<file path="src/verilog/pwt_pkg.sv">
// Shared constants, types and decode for the port-mapped supervision timer
package pwt_pkg;

   ////////////////////////////////////////////////////////////////////////
   // Host I/O port map
   localparam logic [15:0] PWT_CFG_PORT  = 16'h00f2;

   // Control byte layout and register reset values
   localparam int          PWT_EN_BIT    = 7;
   localparam int          PWT_SEL_LSB   = 0;
   localparam int          PWT_SEL_W     = 4;
   localparam logic [7:0]  PWT_CTRL_RST  = 8'h00;
   localparam logic [7:0]  PWT_COUNT_RST = 8'h00;
   localparam logic [7:0]  PWT_RDATA_RST = 8'h00;

   ////////////////////////////////////////////////////////////////////////
   // Interval table: code 0 and unlisted codes give the longest interval
   localparam logic [7:0]  PWT_LONG_S    = 8'hff;
   localparam logic [3:0]  PWT_POW_FIRST = 4'h1;
   localparam logic [3:0]  PWT_POW_LAST  = 4'h8;
   localparam logic [7:0]  PWT_ONE_S     = 8'h01;

   ////////////////////////////////////////////////////////////////////////
   // Time base: one second at the 50 MHz system clock
   localparam int unsigned PWT_CLK_HZ    = 50_000_000;
   localparam int unsigned PWT_TIMEBASE_S = 1;
   localparam int unsigned PWT_CYC_PER_S = PWT_CLK_HZ * PWT_TIMEBASE_S;

   ////////////////////////////////////////////////////////////////////////
   // One host I/O cycle, strobes are one clock wide on clk
   typedef struct packed {
      logic [15:0] addr;
      logic        wr;
      logic        rd;
      logic [7:0]  wdata;
   } pwt_io_req_t;

   // Seconds for an interval-select code
   function automatic logic [7:0] pwt_interval(input logic [3:0] sel);
      logic [7:0] secs;
      secs = PWT_LONG_S;
      if (sel >= PWT_POW_FIRST && sel <= PWT_POW_LAST) begin
         secs = PWT_ONE_S << (sel - PWT_POW_FIRST);
      end
      return secs;
   endfunction

endpackage

</file>
<file path="src/verilog/pwt_sec_tick.sv">
// One-second tick generator for the supervision timer
module pwt_sec_tick #(
   parameter int unsigned CYC = pwt_pkg::PWT_CYC_PER_S
) (
   // Clock and reset
   input  wire logic clk,
   input  wire logic sys_rst,
   input  wire logic clk_en,
   // Control and tick
   input  wire logic restart,
   output logic      tick
);
   import pwt_pkg::*;

   logic [31:0] cnt_q;
   logic [31:0] cnt_d;
   wire  logic  at_end = (cnt_q == 32'(CYC - 1));

   // Restart keeps a fresh interval a full number of seconds long
   assign tick  = clk_en & at_end & ~restart;
   assign cnt_d = (restart | at_end) ? 32'h0000_0000 : cnt_q + 32'h0000_0001;

   always_ff @(posedge clk or posedge sys_rst) begin
      if (sys_rst) begin
         cnt_q <= 32'h0000_0000;
      end else if (clk_en) begin
         cnt_q <= cnt_d;
      end
   end

endmodule

</file>
<file path="src/verilog/pwt_supervision_timer.sv">
// Port-mapped supervision timer: control byte, countdown, reset request
//
// How it works
// - Port write loads control byte and reloads counter.
// - Port read reloads counter to interval.
// - Enabled timer counts down, restarts on service.
// - Reaching zero unserviced raises system reset.
// - Bit 7 enables, zero disables.
// - Bits 3..0 select interval; zero means 255s.
// - Intervals 1,2,4,...,128 and 255 seconds.
// - Control byte is zero after reset.
// - Written settings take effect right after write.
module pwt_supervision_timer #(
   parameter int unsigned CYC_PER_S = pwt_pkg::PWT_CYC_PER_S
) (
   // Clock and reset
   input  wire logic                 clk,
   input  wire logic                 sys_rst,
   input  wire logic                 clk_en,
   // Host I/O port
   input  wire pwt_pkg::pwt_io_req_t io_req,
   output logic [7:0]                io_rdata,
   // System reset request
   output logic                      sys_reset_req
);
   import pwt_pkg::*;

   ////////////////////////////////////////////////////////////////////////
   // State
   logic [7:0] ctrl_q;
   logic [7:0] ctrl_d;
   logic [7:0] count_q;
   logic [7:0] count_d;
   logic [7:0] rdata_q;
   logic [7:0] rdata_d;
   logic       fired_q;
   logic       fired_d;
   logic       sec_tick;

   ////////////////////////////////////////////////////////////////////////
   // Port decode
   wire logic       port_hit = (io_req.addr == PWT_CFG_PORT);
   wire logic       wr_hit   = clk_en & port_hit & io_req.wr;
   wire logic       rd_hit   = clk_en & port_hit & io_req.rd;
   wire logic       restart  = wr_hit | rd_hit;

   wire logic       timer_enable_bit = ctrl_q[PWT_EN_BIT];
   wire logic [3:0] interval_select_field = ctrl_q[PWT_SEL_LSB +: PWT_SEL_W];
   wire logic [3:0] new_select = io_req.wdata[PWT_SEL_LSB +: PWT_SEL_W];

   wire logic [7:0] interval_now = pwt_interval(interval_select_field);
   wire logic [7:0] interval_new = pwt_interval(new_select);

   wire logic expire = timer_enable_bit & sec_tick & ~restart &
                       (count_q == PWT_ONE_S);
   wire logic step   = timer_enable_bit & sec_tick & ~restart &
                       (count_q != PWT_COUNT_RST);

   ////////////////////////////////////////////////////////////////////////
   // Next state
   // control byte load
   assign ctrl_d  = wr_hit ? io_req.wdata : ctrl_q;
   assign count_d = wr_hit ? interval_new :
                    rd_hit ? interval_now :
                    step   ? count_q - PWT_ONE_S : count_q;
   // Request holds until the system reset it asks for arrives
   assign fired_d = fired_q | expire;
   assign rdata_d = rd_hit ? count_q : rdata_q;

   assign io_rdata      = rdata_q;
   assign sys_reset_req = fired_q;

   always_ff @(posedge clk or posedge sys_rst) begin
      if (sys_rst) begin
         ctrl_q  <= PWT_CTRL_RST;
         count_q <= PWT_COUNT_RST;
         rdata_q <= PWT_RDATA_RST;
         fired_q <= 1'b0;
      end else if (clk_en) begin
         ctrl_q  <= ctrl_d;
         count_q <= count_d;
         rdata_q <= rdata_d;
         fired_q <= fired_d;
      end
   end

   ////////////////////////////////////////////////////////////////////////
   // Seconds time base, restarted with every port access
   pwt_sec_tick #(
      .CYC     (CYC_PER_S)
   ) i_pwt_sec_tick (
      .clk     (clk),
      .sys_rst (sys_rst),
      .clk_en  (clk_en),
      .restart (restart),
      .tick    (sec_tick)
   );
endmodule

</file>
<file path="config.mk">
export PLATFORM = sky130hd
export DESIGN_NAME = pwt_supervision_timer
export DESIGN_NICKNAME = d
export VERILOG_FILES = /design/src/verilog/pwt_pkg.sv /design/src/verilog/pwt_sec_tick.sv /design/src/verilog/pwt_supervision_timer.sv
export SDC_FILE = /design/constraint.sdc
export NUM_CORES = 1
export LEC_CHECK = 0
export ABC_AREA = 1
export BUFFER_PORTS_ARGS = -buffer_cell sky130_fd_sc_hd__buf_2
export CAP_MARGIN = 10
export CORE_MARGIN = 2
export CORE_UTILIZATION = 45
export DETAILED_ROUTE_END_ITERATION = 10
export GPL_TIMING_DRIVEN = 0
export PLACE_DENSITY = 0.63
export REMOVE_ABC_BUFFERS = 1
export SYNTH_ARGS = -nofsm -noshare
export SYNTH_HDL_FRONTEND = slang
export SYNTH_SLANG_ARGS = --single-unit
</file>
<file path="constraint.sdc">
create_clock -name clk -period 2.1 [get_ports clk]
set_clock_uncertainty 0.15 [all_clocks]
set_input_delay 0.21 -clock clk [delete_from_list [all_inputs] [get_ports clk]]
set_output_delay 0.21 -clock clk [all_outputs]
set_load 0.03 [all_outputs]
</file>
==> impl_metrics.py, run 1 <==
metrics = {
    "detailed_routing": {
        "first_iter_violations": 131,
        "top_layer_used": "met4",
        "drtPass1Iterations": 4,
        "drc_errors": 0,
        "routed_wl_um": 8477,
        "ant_nets": 0,
        "dr_wl_met2_um": 4384,
        "vias": 3403,
        "met3_length_um": 174,
        "via_per_inst": 5.049,
        "routedWlPerCell_um": 12.58,
        "drt-met1-wl_um": 3825,
    },
    "cells_and_area": {
        "final_cell_mix": "nand2_1 (127), nor2_1 (72), inv_1 (68)",
        "nets": 600,
        "final.fill_count": 841,
        "area_growth_syn_to_layout_pct": 9.970,
        "num_antenna_cells": 0,
        "final_common_cell": "nand2_1",
        "fin_util_pct": 50.39,
        "drive_gt1_share_pct": 16.52,
    },
    "grt": {
        "grt_pass1_wl_um": 14960,
        "grt_overflow": 0,
        "antenna_found_initial": 0,
        "grt_start_max_net_pins": 37,
        "grt_pass1_vias": 3486,
        "track_usage_pct": 20.63,
    },
    "floorplan": {
        "die_w_um": 95.01,
        "core-area_um2": 8134,
        "start_util_pct": 45.82,
        "dieArea_um2": 9027,
        "fp.dieH_um": 95.01,
        "io_pins": 38,
        "fp-row-count": 33,
    },
    "clocking": {
        "cts_made_buffers": 5,
        "cts_max_path_buffers": 2,
        "clock-sinks": 54,
        "cts.clk_slew.worst_paths_ns": 0.11,
        "postCtsSetupBuffers": 0,
        "h-tree-depth": 2,
        "insertion_delay_ns": 0.31,
        "cts_root_buf": "clkbuf_8",
        "cts_tree": "done",
    },
    "power_and_ir_drop": {
        "p_per_area_nw_per_um2": 490.8,
        "power.leakage_nw": 1.974,
        "ir_worst_vdd_uv": 214.4,
    },
    "run_status": {
        "status": "finished, final reports clean",
    },
    "worst_setup_path": {
        "arrival_ns": 1.97,
        "rrSetupSlack_ns": 0.17,
        "rr_worst_depth": 10,
        "reg2reg_from": "i_pwt_sec_tick.cnt_q[8]$_DFFE_PP0P_",
        "worstSetupPathType": "reg2reg",
        "r2r-end": "i_pwt_sec_tick.cnt_q[29]$_DFFE_PP0P_",
        "worstSetupStartpointType": "flop",
        "cp_max_fo": 27,
        "crit_required_ns": 2.14,
        "end_kind": "flop",
    },
    "timing": {
        "fin_ws_ns": 0.1713,
        "maxSlewViolCount": 0,
        "period_share_pct": 91.85,
        "fmax_ghz": 0.5185,
        "min_period_ns": 1.929,
        "worst_pin_slew_ns": 0.5074,
        "rsz0062_at_grt": "no",
        "finalHoldViolCount": 0,
        "finalSetupViolations": 0,
        "slew_headroom_pct": 65.91,
    },
    "synthesis": {
        "yosysTopAreaCellShare_pct": 36.25,
        "ys_ff_latch": 54,
        "syn_inst": 531,
        "synthesis.area_um2": 3727,
        "synth.distinct_cells": 37,
        "seq_area_frac_synth_pct": 36.25,
        "yosysWarnings": 0,
        "yosysTopAreaCell": "dfrtp_1",
        "synthTopCellsByArea": "dfrtp_1 (36%), nand2_1 (13%), nand3_1 (7.3%), nor2_1 (7.3%), inv_1 (7.0%)",
        "postSynthAreaPerCell_um2": 7.019,
    },
    "worst_hold_path": {
        "whs_path_depth": 3,
        "hold_start": "io_req[3]",
        "hold_path.class": "in2reg",
        "hold_path_end": "ctrl_q[3]$_DFFE_PP0P_",
    },
    "place": {
        "dpl.hpwl_um": 6580,
        "dpl_worst_slack_ns": 0.02773,
        "place.gp.congestion": 0.8724,
        "io_buffers": 34,
    },
    "run": {
        "drv_cap": 0,
    },
}
-- per-layer routing --
| layer | vias to the layer above | track usage (%) |
|---|---|---|
| met4 | 0 | 4.952 |
| li1 | 1764 | - |
| met5 | - | 0 |
| met3 | 8 | 2.767 |
| met2 | 40 | 39.01 |
| met1 | 1591 | 24.61 |
-- critical path, cell delays in order, from the launching register on --
cell and delay, ns:
dfrtp_1 0.45, inv_1 0.11, nand2_1 0.08, nor2_1 0.12
nand2_1 0.07, nor2_1 0.15, nand2_1 0.12, nand2_2 0.10
nand2_2 0.09, inv_6 0.26, nor2_1 0.09
-- power by group --
group | internal [mW] | switching (mW)
combinational | 0.100 | 0.157
clock | 0.242 | 0.369
sequential | 1.09 | 0.0500
-- worst max path at each step --
| stage | start | end | slack [ns] | cells past startpoint |
|---|---|---|---|---|
| CTS | count_q[0]$_DFFE_PP0P_ | count_q[2]$_DFFE_PP0P_ | 0.14 | 9 |
| floorplan | sys_rst | count_q[0]$_DFFE_PP0P_ | 0.43 | 1 |
| detailed placement | clk_en | i_pwt_sec_tick.cnt_q[29]$_DFFE_PP0P_ | 0.03 | 10 |
| global placement | sys_rst | i_pwt_sec_tick.cnt_q[5]$_DFFE_PP0P_ | -0.34 | 2 |
| global route | i_pwt_sec_tick.cnt_q[0]$_DFFE_PP0P_ | i_pwt_sec_tick.cnt_q[26]$_DFFE_PP0P_ | 0.0001 | 9 |
| finish | i_pwt_sec_tick.cnt_q[8]$_DFFE_PP0P_ | i_pwt_sec_tick.cnt_q[29]$_DFFE_PP0P_ | 0.17 | 10 |
-- area by class of cell --
type                       instances  area (µm²)  area share (%)
clock buffer                       5       68.82           1.679
clock inverter                     3       25.02          0.6105
inverter                          75       292.8           7.143
multi-input combinational        395        2019           49.27
sequential                        54        1351           32.97
tap                              105       131.4           3.205
timing repair buffer              37       210.2           5.128
-- flip-flops by register name, indices dropped and copies added (netlist names) --
name	count
count_q	8
io_rdata	8
i_pwt_sec_tick.cnt_q	32
ctrl_q	5
sys_reset_req	1
-- cell usage after synthesis, drive strengths merged --
master	instances
o211ai	2
a31o	1
nor3b	1
nand3b	2
nor4	4
and2	1
inv	75
clkbuf	4
xor2	16
dfrtp	54
nand4	18
or2	1
nor2	102
ha	3
nand3	58
a21oi	9
nand2	131
buf	3
xnor2	7
nor3	20
o21ai	19
-- cell families (layout without fill, tap and decap cells) --
logic type / after synthesis / in the layout / share of synthesized area (%)
xor+xnor: 23 / 23 / 5.404
buf+inv: 82 / 120 / 9.567
fa+ha+maj: 3 / 3 / 1.007
compound gates: 31 / 31 / 4.699
simple gates: 338 / 338 / 43.07
flops: 54 / 54 / 36.25
-- through the flow --
| step | total power, mW | TNS [ns] | std cells | hold WS (ns) | cell area (µm²) |
|---|---|---|---|---|---|
| final | 2.012 | 0 | 674 | 0.06830 | 4099 |
| after global routing | 2.136 | 0 | 674 | 0.06283 | 4099 |
| after CTS | 2.044 | 0 | 674 | 0.05950 | 4095 |
| after detailed placement | 1.422 | 0 | 664 | 0.08789 | 3981 |
| after global placement | 1.407 | -18.26 | 663 | 0.3185 | 3961 |
| after floorplan | 1.328 | 0 | 524 | 0.1456 | 3660 |
-- repair_timing --
action | 4_1_cts | 5_1_grt
setup endpoints to repair | 0 | 7
gates resized for setup | 0 | 1
endpoints found under the hold margin | 19 | 0
hold buffers | 2 | 0
No activity file was read; power rests on OpenSTA's default activity.
==> inputs of run 2 (changes only) <==
- CORE_UTILIZATION: 45 -> 60
- PLACE_DENSITY: 0.63 -> 0.8
==> impl_metrics.py, run 2 (synthesis results as in run 1) <==
metrics = {
    "run_status": {
        "status": "finished, final reports clean",
    },
    "clocking": {
        "cts_max_path_buffers": 2,
        "cts.clk_slew.worst_paths_ns": 0.11,
        "h-tree-depth": 2,
        "insertion_delay_ns": 0.32,
        "postCtsSetupBuffers": 0,
        "cts_made_buffers": 5,
        "cts_root_buf": "clkbuf_8",
        "clock-sinks": 54,
        "cts_tree": "done",
    },
    "timing": {
        "rsz0062_at_grt": "no",
        "whs_ns": 0.01599,
        "min_period_ns": 1.947,
        "finalSetupViolations": 0,
        "maxSlewViolCount": 0,
        "fmax_ghz": 0.5137,
        "finalHoldViolCount": 0,
        "period_share_pct": 92.69,
        "worst_pin_slew_ns": 0.5216,
        "slew_headroom_pct": 64.96,
    },
    "run": {
        "drv_cap": 0,
    },
    "grt": {
        "antenna_found_initial": 0,
        "track_usage_pct": 24.65,
        "grt_pass1_vias": 3315,
        "grt_pass1_wl_um": 14210,
        "grt_overflow": 0,
        "grt_start_max_net_pins": 36,
    },
    "power_and_ir_drop": {
        "power_frac_seq_pct": 56.3,
        "ir_worst_vdd_uv": 302.3,
        "p_sw_uw": 591.9,
        "finalPower_mw": 2.034,
        "clock_power_share_pct": 31.3,
        "combPwrFrac_pct": 12.4,
        "p_per_area_nw_per_um2": 501.1,
        "p_sw_share_pct": 29.10,
        "intPower_mw": 1.442,
        "power.leakage_nw": 1.979,
    },
    "detailed_routing": {
        "vias": 3452,
        "first_iter_violations": 199,
        "via_per_inst": 5.369,
        "ant_nets": 0,
        "drtPass1Iterations": 5,
        "drc_errors": 0,
        "routed_wl_um": 8123,
        "routedWlPerCell_um": 12.63,
    },
    "floorplan": {
        "start_util_pct": 62.58,
        "die_w_um": 82.82,
        "io_pins": 38,
        "dieArea_um2": 6858,
        "core-area_um2": 5956,
        "fp-row-count": 28,
        "fp.dieH_um": 82.82,
    },
    "cells_and_area": {
        "final_cell_mix": "nand2_1 (127), nor2_1 (72), inv_1 (69)",
        "drive_gt1_share_pct": 16.37,
        "num_antenna_cells": 0,
        "nets": 599,
        "final_common_cell": "nand2_1",
        "area_growth_syn_to_layout_pct": 8.896,
        "largest_reg_flops": 32,
        "largest-register": "i_pwt_sec_tick.cnt_q",
        "fin_util_pct": 68.15,
    },
    "worst_setup_path": {
        "arrival_ns": 2.06,
        "path_common_cell": "nand2_1",
        "worstSetupPathType": "reg2reg",
        "worstSetupStartpointType": "flop",
        "rr_worst_depth": 11,
        "end_kind": "flop",
        "crit_required_ns": 2.22,
        "crit_chain": "inv_1, nand2_1, nor2_1, nand2_1, nor2_1, nand4_1, nand2_4, inv_1, nand2_1, nand2_1, inv_1",
        "max_stage_delay_ns": 0.45,
        "cp_slowest_cell": "dfrtp_1",
        "cp_max_fo": 9,
    },
    "place": {
        "io_buffers": 34,
        "dpl.hpwl_um": 6329,
        "place.gp.congestion": 0.8899,
    },
    "worst_hold_path": {
        "whs_path_depth": 3,
        "hold_path.class": "in2reg",
    },
}
## run 2: what timing repair did
action / in CTS / in global routing
gates resized for setup: 0 / 2
endpoints found under the hold margin: 19 / 0
endpoints found under the setup margin: 0 / 9
hold buffers: 1 / 0
## run 2: area by class of cell
| cell class | instances | area (µm²) |
|---|---|---|
| clock buffers | 5 | 68.82 |
| clock inverters | 3 | 28.78 |
| fillers | 540 | 1897 |
| inverters | 75 | 296.5 |
| multi-input cells | 395 | 2019 |
| flip-flops and latches | 54 | 1351 |
| well taps | 75 | 93.84 |
| repair buffers | 36 | 200.2 |
## run 2: power groups by stage
stage,logic [mW],clock network [mW],registers [mW]
2_1_floorplan,0.174,0,1.15
3_3_place_gp,0.239,0,1.16
3_5_place_dp,0.253,0,1.16
4_1_cts,0.256,0.652,1.14
5_1_grt,0.288,0.698,1.15
6_report,0.253,0.637,1.14
## run 2: critical path: cells and delay by family (launching register included)
family                 cells  cell delay [ns]
AND/OR/NAND/NOR            8             0.98
buffers and inverters      3             0.30
flip-flops                 1             0.45
## run 2: routing by layer
layer	routed length, µm	GRT usage [%]	up-vias
li1	-	-	1761
met1	3417	28.65	1593
met2	4204	46.11	81
met3	320	3.678	17
met4	181	8.048	0
met5	0	0	-
## run 2: metrics by stage
step	cells	setup TNS, ns	worst slack (ns)	cell area, µm²
after CTS	643	0	0.09501	4051
after global routing	643	0	0.0007712	4059
after detailed placement	634	0	0.05485	3944
after floorplan	524	0	0.4254	3660
after global placement	633	-13.09	-0.2441	3924
final	643	0	0.1535	4059
## run 2: final timing paths
kind                                                     start  slack, ns                                   end
min reg2reg                          sys_reset_req$_DFFE_PP0P_       0.33             sys_reset_req$_DFFE_PP0P_
max                        i_pwt_sec_tick.cnt_q[8]$_DFFE_PP0P_       0.15                count_q[0]$_DFFE_PP0P_
max reg2reg                i_pwt_sec_tick.cnt_q[8]$_DFFE_PP0P_       0.15                count_q[0]$_DFFE_PP0P_
min                                                  io_req[7]       0.02                 ctrl_q[7]$_DFFE_PP0P_
max in group asynchronous                              sys_rst       0.98   i_pwt_sec_tick.cnt_q[2]$_DFFE_PP0P_
min in group asynchronous                              sys_rst       0.29  i_pwt_sec_tick.cnt_q[28]$_DFFE_PP0P_
